<file path="src/rtl/drive_status_pkg.sv">
/*
 * Package for the drive status and velocity parameter block:
 * dictionary indices, subindices, status bit positions, reset values,
 * power-state enumeration.
 * Assumes one system clock; the dictionary port is a simple
 * index/subindex read-write port driven by the fieldbus stack.
 */
package drive_status_pkg;

    // ------------------------------------------------------------
    // Dictionary indices and subindices
    // ------------------------------------------------------------
    localparam logic [15:0] IDX_DRIVE_STATE_WORD = 16'h6041;
    localparam logic [15:0] IDX_TARGET_SPEED = 16'h6042;
    localparam logic [15:0] IDX_SPEED_DEMAND = 16'h6043;
    localparam logic [15:0] IDX_SPEED_ACTUAL = 16'h6044;
    localparam logic [15:0] IDX_SPEED_LIMITS = 16'h6046;
    localparam logic [15:0] IDX_ACCEL = 16'h6048;
    localparam logic [7:0] SUB_COUNT = 8'h00;
    localparam logic [7:0] SUB_FIRST = 8'h01;
    localparam logic [7:0] SUB_SECOND = 8'h02;
    localparam logic [31:0] RECORD_ENTRIES = 32'h0000_0002;

    // ------------------------------------------------------------
    // Status word bit positions
    // ------------------------------------------------------------
    localparam int BIT_READY = 0;
    localparam int BIT_SWITCHED_ON = 1;
    localparam int BIT_OP_ENABLED = 2;
    localparam int BIT_FAULT = 3;
    localparam int BIT_VOLTAGE = 4;
    localparam int BIT_HALT_N = 5;
    localparam int BIT_SW_INHIBIT = 6;
    localparam int BIT_WARNING = 7;
    localparam int BIT_SYNC = 8;
    localparam int BIT_HOST_CTRL = 9;
    localparam int BIT_GOAL = 10;
    localparam int BIT_LIMIT = 11;
    localparam int BIT_MODE_LO = 12;
    localparam int BIT_MODE_HI = 13;
    localparam int BIT_CLOSED_LOOP = 15;

    // ------------------------------------------------------------
    // Reset values
    // ------------------------------------------------------------
    localparam logic [15:0] RST_STATE_WORD = 16'h0000;
    localparam logic [15:0] RST_TARGET_SPEED = 16'h00C8;
    localparam logic [15:0] RST_SPEED_DEMAND = 16'h0000;
    localparam logic [15:0] RST_SPEED_ACTUAL = 16'h0000;
    localparam logic [31:0] RST_SPEED_LOWER = 32'h0000_0000;
    localparam logic [31:0] RST_SPEED_UPPER = 32'h0000_7530;
    localparam logic [31:0] RST_ACCEL_SPEED = 32'h0000_01F4;
    localparam logic [15:0] RST_ACCEL_TIME = 16'h0001;
    localparam logic [15:0] RST_TIME_COUNT = 16'h0000;

    // ------------------------------------------------------------
    // Power states, one-hot
    // ------------------------------------------------------------
    typedef enum logic [7:0] {
        PS_NOT_READY = 8'b0000_0001,
        PS_SW_INHIBIT = 8'b0000_0010,
        PS_READY = 8'b0000_0100,
        PS_SWITCHED_ON = 8'b0000_1000,
        PS_OP_ENABLED = 8'b0001_0000,
        PS_HALT_ACTIVE = 8'b0010_0000,
        PS_FAULT_REACT = 8'b0100_0000,
        PS_FAULT = 8'b1000_0000
    } power_state_t;

endpackage

</file>
<file path="src/rtl/drive_status_velocity_limits.sv">
/*
 * Drive status word and velocity-mode parameter entries.
 * Assumes the power state, fault, warning, sync and mode information
 * come from logic on the same clock; dictionary accesses arrive as a
 * single-cycle strobe with index and subindex.
 */
//
// Behaviour
// - Bits 0-2 flag ready, switched on, enabled
// - Bit 5 low in halt, 6 high in inhibit
// - Bit 8 shows fieldbus synchronisation
// - Bit 9 one unless special modes
// - Bit 15 when enabled with closed loop
// - Not ready and inhibit nibble encodings
// - Ready, switched on, enabled nibble encodings
// - Halt, fault reaction, fault encodings
// - Bits 12, 13 come from mode logic
// - Signed target speed, rw, reset 00C8
// - Signed actual speed, read only, reset zero
// - Min and max limits, reset 0 / 7530
// - Below minimum uses minimum, sets bit 11
// - Above maximum uses maximum, sets bit 11
// - Ramp rate is speed step per time step
`timescale 1ns/1ps

module drive_status_velocity_limits
    import drive_status_pkg::*;
(
    // Clock and reset
    input wire logic i_clk,
    input wire logic i_rstn,
    // Dictionary access port
    input wire logic i_acc_valid,
    input wire logic i_acc_write,
    input wire logic [15:0] i_acc_index,
    input wire logic [7:0] i_acc_subindex,
    input wire logic [31:0] i_acc_wdata,
    output logic [31:0] o_acc_rdata,
    output logic o_acc_ack,
    output logic o_acc_error,
    // Drive state inputs from the power state machine
    input wire power_state_t i_power_state,
    input wire logic i_fault,
    input wire logic i_voltage_present,
    input wire logic i_warning,
    input wire logic i_bus_synced,
    input wire logic i_special_mode,
    input wire logic i_closed_loop,
    input wire logic [1:0] i_mode_specific_bits,
    input wire logic signed [15:0] i_speed_actual,
    // Outputs toward the speed loop
    output logic [15:0] o_drive_state_word,
    output logic signed [15:0] o_speed_demand
);

    // ------------------------------------------------------------
    // Helpers
    // ------------------------------------------------------------
    // Magnitude of a signed 16-bit speed, widened to 32 bits
    function automatic logic [31:0] speed_mag(input logic signed [15:0] v);
        logic [16:0] wide;
        wide = {v[15], v};
        if (v[15]) begin
            wide = 17'(-$signed(wide));
        end
        return {15'h0000, wide};
    endfunction

    // Apply the sign of a reference onto a magnitude, saturating to 16 bits
    function automatic logic [15:0] signed_from_mag(input logic [31:0] mag, input logic neg);
        logic [15:0] m;
        m = (mag > 32'h0000_7FFF) ? 16'h7FFF : mag[15:0];
        return neg ? 16'(-m) : m;
    endfunction

    // ------------------------------------------------------------
    // Storage
    // ------------------------------------------------------------
    logic [15:0] target_speed_ff; // Commanded speed, signed
    logic [15:0] speed_actual_ff; // Captured actual speed
    logic [31:0] speed_lower_limit_ff; // Minimum magnitude
    logic [31:0] speed_upper_limit_ff; // Maximum magnitude
    logic [31:0] accel_speed_step_ff; // Ramp speed delta
    logic [15:0] accel_time_step_ff; // Ramp time delta in cycles
    logic [15:0] time_count_ff; // Cycles since the last ramp step
    logic [15:0] speed_demand_ff; // Ramped demand
    logic limit_active_flag_ff; // Clamp in effect
    logic [15:0] state_word_ff;
    logic [31:0] rdata_ff;
    logic ack_ff;
    logic err_ff;

    logic [31:0] tgt_mag;
    logic [15:0] clamped_target;
    logic nxt_limit;
    logic [15:0] nxt_state_word;
    logic wr;

    assign wr = i_acc_valid && i_acc_write;
    assign tgt_mag = speed_mag(target_speed_ff);

    // ------------------------------------------------------------
    // Target clamping
    // ------------------------------------------------------------
    // Limits act on the magnitude so reverse speeds clamp symmetrically
    always_comb begin
        clamped_target = target_speed_ff;
        nxt_limit = 1'b0; // Inside limits clears the flag
        if (tgt_mag < speed_lower_limit_ff) begin
            clamped_target = signed_from_mag(speed_lower_limit_ff, target_speed_ff[15]);
            nxt_limit = 1'b1;
        end else if (tgt_mag > speed_upper_limit_ff) begin
            clamped_target = signed_from_mag(speed_upper_limit_ff, target_speed_ff[15]);
            nxt_limit = 1'b1;
        end
    end

    // Limit flag follows the present clamp decision
    always_ff @(posedge i_clk) begin
        if (!i_rstn) begin
            limit_active_flag_ff <= 1'b0;
        end else begin
            limit_active_flag_ff <= nxt_limit;
        end
    end

    // ------------------------------------------------------------
    // Acceleration ramp
    // ------------------------------------------------------------
    // Every accel_time_step cycles the demand moves by at most
    // accel_speed_step toward the clamped target; a zero time step is
    // treated as one so the ramp never stalls.
    always_ff @(posedge i_clk) begin
        if (!i_rstn) begin
            time_count_ff <= RST_TIME_COUNT;
            speed_demand_ff <= RST_SPEED_DEMAND;
        end else if (time_count_ff + 16'h0001 >= accel_time_step_ff) begin
            time_count_ff <= RST_TIME_COUNT;
            // Step toward target, never overshooting
            if ($signed(speed_demand_ff) < $signed(clamped_target)) begin
                if (32'($signed(clamped_target) - $signed(speed_demand_ff)) <= accel_speed_step_ff) begin
                    speed_demand_ff <= clamped_target;
                end else begin
                    speed_demand_ff <= speed_demand_ff + accel_speed_step_ff[15:0];
                end
            end else if ($signed(speed_demand_ff) > $signed(clamped_target)) begin
                if (32'($signed(speed_demand_ff) - $signed(clamped_target)) <= accel_speed_step_ff) begin
                    speed_demand_ff <= clamped_target;
                end else begin
                    speed_demand_ff <= speed_demand_ff - accel_speed_step_ff[15:0];
                end
            end
        end else begin
            time_count_ff <= time_count_ff + 16'h0001;
        end
    end

    // ------------------------------------------------------------
    // Status word
    // ------------------------------------------------------------
    // Low nibble, bits 5 and 6 come from the power state encoding
    always_comb begin
        nxt_state_word = RST_STATE_WORD;
        case (i_power_state)
            PS_NOT_READY: nxt_state_word[6:0] = 7'b000_0000;
            PS_SW_INHIBIT: nxt_state_word[6:0] = 7'b100_0000;
            PS_READY: nxt_state_word[6:0] = 7'b010_0001;
            PS_SWITCHED_ON: nxt_state_word[6:0] = 7'b010_0011;
            PS_OP_ENABLED: nxt_state_word[6:0] = 7'b010_0111;
            PS_HALT_ACTIVE: nxt_state_word[6:0] = 7'b000_0111;
            PS_FAULT_REACT: nxt_state_word[6:0] = 7'b000_1111;
            PS_FAULT: nxt_state_word[6:0] = 7'b000_1000;
            default: nxt_state_word[6:0] = 7'b000_0000;
        endcase
        // Error bit also follows an external fault outside fault states
        nxt_state_word[BIT_FAULT] = nxt_state_word[BIT_FAULT] | i_fault;
        nxt_state_word[BIT_VOLTAGE] = i_voltage_present;
        nxt_state_word[BIT_WARNING] = i_warning;
        nxt_state_word[BIT_SYNC] = i_bus_synced;
        nxt_state_word[BIT_HOST_CTRL] = !i_special_mode;
        nxt_state_word[BIT_GOAL] = (speed_demand_ff == clamped_target);
        nxt_state_word[BIT_LIMIT] = limit_active_flag_ff;
        nxt_state_word[BIT_MODE_HI:BIT_MODE_LO] = i_mode_specific_bits;
        nxt_state_word[BIT_CLOSED_LOOP] = (i_power_state == PS_OP_ENABLED) && i_closed_loop;
    end

    // Registered status word
    always_ff @(posedge i_clk) begin
        if (!i_rstn) begin
            state_word_ff <= RST_STATE_WORD;
        end else begin
            state_word_ff <= nxt_state_word;
        end
    end

    // Actual speed capture; the source is on this clock
    always_ff @(posedge i_clk) begin
        if (!i_rstn) begin
            speed_actual_ff <= RST_SPEED_ACTUAL;
        end else begin
            speed_actual_ff <= i_speed_actual;
        end
    end

    // ------------------------------------------------------------
    // Dictionary writes
    // ------------------------------------------------------------
    // Only the writable entries accept data; others are refused
    always_ff @(posedge i_clk) begin
        if (!i_rstn) begin
            target_speed_ff <= RST_TARGET_SPEED;
            speed_lower_limit_ff <= RST_SPEED_LOWER;
            speed_upper_limit_ff <= RST_SPEED_UPPER;
            accel_speed_step_ff <= RST_ACCEL_SPEED;
            accel_time_step_ff <= RST_ACCEL_TIME;
        end else if (wr) begin
            if (i_acc_index == IDX_TARGET_SPEED && i_acc_subindex == SUB_COUNT) begin
                target_speed_ff <= i_acc_wdata[15:0];
            end
            if (i_acc_index == IDX_SPEED_LIMITS && i_acc_subindex == SUB_FIRST) begin
                speed_lower_limit_ff <= i_acc_wdata;
            end
            if (i_acc_index == IDX_SPEED_LIMITS && i_acc_subindex == SUB_SECOND) begin
                speed_upper_limit_ff <= i_acc_wdata;
            end
            if (i_acc_index == IDX_ACCEL && i_acc_subindex == SUB_FIRST) begin
                accel_speed_step_ff <= i_acc_wdata;
            end
            if (i_acc_index == IDX_ACCEL && i_acc_subindex == SUB_SECOND) begin
                accel_time_step_ff <= i_acc_wdata[15:0];
            end
        end
    end

    // ------------------------------------------------------------
    // Dictionary reads and answers
    // ------------------------------------------------------------
    // One-cycle answer; error for unknown entries and read-only writes
    always_ff @(posedge i_clk) begin
        if (!i_rstn) begin
            rdata_ff <= 32'h0000_0000;
            ack_ff <= 1'b0;
            err_ff <= 1'b0;
        end else begin
            ack_ff <= i_acc_valid;
            err_ff <= 1'b0;
            rdata_ff <= 32'h0000_0000;
            if (i_acc_valid) begin
                case (i_acc_index)
                    IDX_DRIVE_STATE_WORD: begin
                        rdata_ff <= {16'h0000, state_word_ff};
                        err_ff <= i_acc_write || (i_acc_subindex != SUB_COUNT);
                    end
                    IDX_TARGET_SPEED: begin
                        rdata_ff <= {{16{target_speed_ff[15]}}, target_speed_ff};
                        err_ff <= (i_acc_subindex != SUB_COUNT);
                    end
                    IDX_SPEED_DEMAND: begin
                        rdata_ff <= {{16{speed_demand_ff[15]}}, speed_demand_ff};
                        err_ff <= i_acc_write || (i_acc_subindex != SUB_COUNT);
                    end
                    IDX_SPEED_ACTUAL: begin
                        rdata_ff <= {{16{speed_actual_ff[15]}}, speed_actual_ff};
                        err_ff <= i_acc_write || (i_acc_subindex != SUB_COUNT);
                    end
                    IDX_SPEED_LIMITS, IDX_ACCEL: begin
                        case (i_acc_subindex)
                            SUB_COUNT: begin
                                rdata_ff <= RECORD_ENTRIES;
                                err_ff <= i_acc_write;
                            end
                            SUB_FIRST: begin
                                rdata_ff <= (i_acc_index == IDX_ACCEL) ? accel_speed_step_ff : speed_lower_limit_ff;
                            end
                            SUB_SECOND: begin
                                rdata_ff <= (i_acc_index == IDX_ACCEL) ? {16'h0000, accel_time_step_ff}
                                                                       : speed_upper_limit_ff;
                            end
                            default: begin
                                err_ff <= 1'b1;
                            end
                        endcase
                    end
                    default: begin
                        err_ff <= 1'b1;
                    end
                endcase
            end
        end
    end

    // ------------------------------------------------------------
    // Outputs
    // ------------------------------------------------------------
    assign o_acc_rdata = rdata_ff;
    assign o_acc_ack = ack_ff;
    assign o_acc_error = err_ff;
    assign o_drive_state_word = state_word_ff;
    assign o_speed_demand = speed_demand_ff;

endmodule

</file>
<file path="config.mk">
export PLATFORM = sky130hd
export DESIGN_NAME = drive_status_velocity_limits
export DESIGN_NICKNAME = d
export VERILOG_FILES = /design/src/rtl/drive_status_pkg.sv /design/src/rtl/drive_status_velocity_limits.sv
export SDC_FILE = /design/constraint.sdc
export NUM_CORES = 1
export LEC_CHECK = 0
export BUFFER_PORTS_ARGS = -buffer_cell sky130_fd_sc_hd__clkbuf_2
export CAP_MARGIN = 5
export CELL_PAD_IN_SITES_DETAIL_PLACEMENT = 0
export CELL_PAD_IN_SITES_GLOBAL_PLACEMENT = 2
export CORE_UTILIZATION = 35
export DETAILED_ROUTE_END_ITERATION = 12
export PLACE_DENSITY = 0.82
export SYNTH_ARGS = -nofsm -noshare
export SYNTH_HDL_FRONTEND = slang
export SYNTH_SLANG_ARGS = --single-unit
</file>
<file path="constraint.sdc">
create_clock -name i_clk -period 9.52 [get_ports i_clk]
set_clock_uncertainty 0.15 [all_clocks]
set_input_delay 0.952 -clock i_clk [delete_from_list [all_inputs] [get_ports i_clk]]
set_output_delay 0.952 -clock i_clk [all_outputs]
set_load 0.02 [all_outputs]
</file>
==> impl_metrics.toml <==
[outcome]
status = "finished clean"

[pwr]
vdd_ir_drop_max_uv = 132
power_density_nw_per_um2 = 211
leakage_nw = 7.57

[critical_path]
crit_family = "compound AO/OA/AOI/OAI gates"
r2r-start = "target_speed_ff[0]$_SDFFE_PN0P_"
r2r_cells = 39
required_ps = 9850
crit_slowest_cell = "a2111o_1"
cpPeakStageDelay_ps = 490
reg2reg_to = "o_speed_demand[7]$_SDFFE_PN0P_"
arrival_ps = 9420
regToRegSetupSlack_ps = 430
crit_path_end_kind = "flop"
cp-start-kind = "flop"
cp_num_buf_inv = 4
path_class = "flop to flop"
cp_max_fo = 21

[clock_tree]
clock_latency_ps = 580
cts_htree_levels = 1
cts_buffers = 28
clk_pin_slew_ps = 70
cts_hold_buffers = 0
clockRootBuffer = "clkbuf_16"
cts_tree = "built"
clock_sinks = 226
clockBufferDepth = 3

[final_layout]
stdcell_count = 2976
fin_util = 0.408
fill_cells = 4885
finalNetCount = 2621
antenna_cells = 0
drive_gt1_frac = 0.130
postLayoutCellArea_um2 = 19000
syn_to_final_growth_pct = 15.6

[route]
via_count = 17363
wl_per_cell_um = 24.0
avgViaCountPerCell = 5.83
first_iter_violations = 1929
drc = 0
detail_route.wirelength_um = 71300
postRouteAntennaNets = 0
dr.pass1.iters = 8

[yosys]
synth_most_common_cell = "nand2_1"
ys_types = 81
syn_avg_cell_area_um2 = 7.39
synth_top_cell_area_share = 0.276
yosysTopAreaCell = "dfxtp_1"
synthTopCellsByArea = "dfxtp_1 (28%), ha_1 (13%), nand2_1 (9.4%)"
async_flop_share = 0
synth_edf_count = 0
synth_top_cells_by_count = "nand2_1 (411), a21oi_1 (272), dfxtp_1 (226)"
ys_seq_area_frac = 0.276
yosys_register_bits = 226
synth_ff_type = "dfxtp_1"
syn_inst = 2223
synth_warnings = 0
synth.cell_area_um2 = 16400

[grt]
grt_pass1_wl_um = 105000
grt_pass1_vias = 16024
grt_max_degree = 74
antenna_found_initial = 2
grt_overflow = 0
track_usage = 0.293

[placed_design]
place_ws_ps = -49.7
dp_hpwl_um = 55200
placed_cell_area_um2 = 18000
gp_congestion = 0.958
io_buffers = 156
place_inst = 2919

[worst_hold_path]
hold_end = "o_acc_rdata[15]$_SDFF_PN0_"
hp-class = "flop to flop"
hp-start = "o_drive_state_word[15]$_SDFF_PN0_"
min_delay_path_depth = 2

[floorplan]
die_area_um2 = 47800
initial_utilization = 0.353
core.rowCount = 79
core_area_um2 = 46500
pin_count = 158
die_w_um = 219
die_height_um = 219

[timing]
finalSetupViolCount = 0
tightestPinTransition_ps = 1280
finalHoldViolations = 0
setup_ws_ps = 428
min_period_over_period = 0.955
slew_headroom = 0.141
min_period_ps = 9090
fmax_ghz = 0.110
setup_tns_ps = 0
drv_slew = 0

[flow_run]
drv_cap = 0
[cell type report]
class                           instances  area (µm²)  area share
Multi-Input combinational cell       1726       11000       0.580
Sequential cell                       226        4520       0.238
Timing Repair Buffer                  219        1260      0.0663
Clock buffer                           40         776      0.0409
Tap cell                              607         759      0.0400
Inverter                              148         558      0.0294
Clock inverter                         10         104     0.00547
[layout by cell type, fill, tap and decap left out, drive strengths merged, types with 47 or more instances in the layout]
cell type	netlist	routed
a21o	48	48
a21oi	273	274
buf	13	63
clkbuf	113	196
dfxtp	226	226
ha	176	176
inv	147	149
nand2	411	411
nand3	47	47
nor2	109	109
o21ai	100	100
[worst max path at each step]
stage / start / slack (ps) / cells past startpoint / end
after CTS: target_speed_ff[0]$_SDFFE_PN0P_ / 120 / 36 / o_speed_demand[0]$_SDFFE_PN0P_
final: target_speed_ff[0]$_SDFFE_PN0P_ / 430 / 39 / o_speed_demand[7]$_SDFFE_PN0P_
after global routing: target_speed_ff[0]$_SDFFE_PN0P_ / -2 / 39 / o_speed_demand[9]$_SDFFE_PN0P_
after floorplan: target_speed_ff[15]$_SDFFE_PN0P_ / 750 / 41 / o_speed_demand[9]$_SDFFE_PN0P_
after detailed placement: target_speed_ff[0]$_SDFFE_PN0P_ / -50 / 36 / o_speed_demand[2]$_SDFFE_PN0P_
after global placement: target_speed_ff[0]$_SDFFE_PN0P_ / 130 / 36 / o_speed_demand[2]$_SDFFE_PN0P_
[metal layers]
| metal | share of wire | vias up | global-route usage |
|---|---|---|---|
| met1 | 0.46 | 8413 | 0.419 |
| met3 | 0.064 | 117 | 0.0344 |
| met2 | 0.44 | 695 | 0.453 |
| li1 | - | 8138 | - |
| met4 | 0.033 | 0 | 0.0890 |
| met5 | 0 | - | 0 |
[where the power goes]
part           switching, mW  internal (mW)
registers             0.0766          0.978
clock network          0.456          0.595
logic                   1.13          0.776
total                   1.66           2.35
[timing repair]
| action | in CTS | in global routing |
|---|---|---|
| setup buffers | 2 | 4 |
| pin swaps | 1 | 3 |
| setup endpoints to repair | 7 | 16 |
| resized for setup | 1 | 17 |
| gates cloned | 0 | 1 |
[worst reg2reg max path: cells and delay by family (launching register included)]
family	cells	cell delay [ps]
xor gates and xnor gates	1	130
muxes	1	120
adders and majority gates	3	1020
buffers and inverters	4	860
AOI/OAI and AO/OA	21	4440
and+or+nand+nor	9	1930
DFF	1	360
[state kept, by name (all words and copies together), names as in the netlist]
| name | cells |
|---|---|
| o_speed_demand | 16 |
| o_drive_state_word | 15 |
| speed_upper_limit_ff | 32 |
| target_speed_ff | 16 |
| time_count_ff | 16 |
| o_acc_rdata | 32 |
| limit_active_flag_ff | 1 |
| accel_speed_step_ff | 32 |
| speed_actual_ff | 16 |
| o_acc_ack | 1 |
| o_acc_error | 1 |
| accel_time_step_ff | 16 |
| speed_lower_limit_ff | 32 |
[cell families (layout without fill, tap and decap cells)]
logic type      count (synthesis)  count (layout)  share of synthesized area
fa+ha+maj                     180             180                      0.139
buf+inv                       274             417                     0.0643
flops                         226             226                      0.276
other cells                     1               3                   0.000228
xor+xnor                       65              65                     0.0347
simple gates                  807             807                      0.226
compound gates                656             657                      0.251
mux                            14              14                    0.00861
[through the flow]
| stage | hold WS [ps] | total power [mW] |
|---|---|---|
| after floorplan | 262 | 2.33 |
| after global placement | 278 | 2.85 |
| after detailed placement | 288 | 2.86 |
| after CTS | 313 | 3.93 |
| after global routing | 323 | 4.24 |
| final | 310 | 4.01 |
No activity file was read; power rests on OpenSTA's default activity.
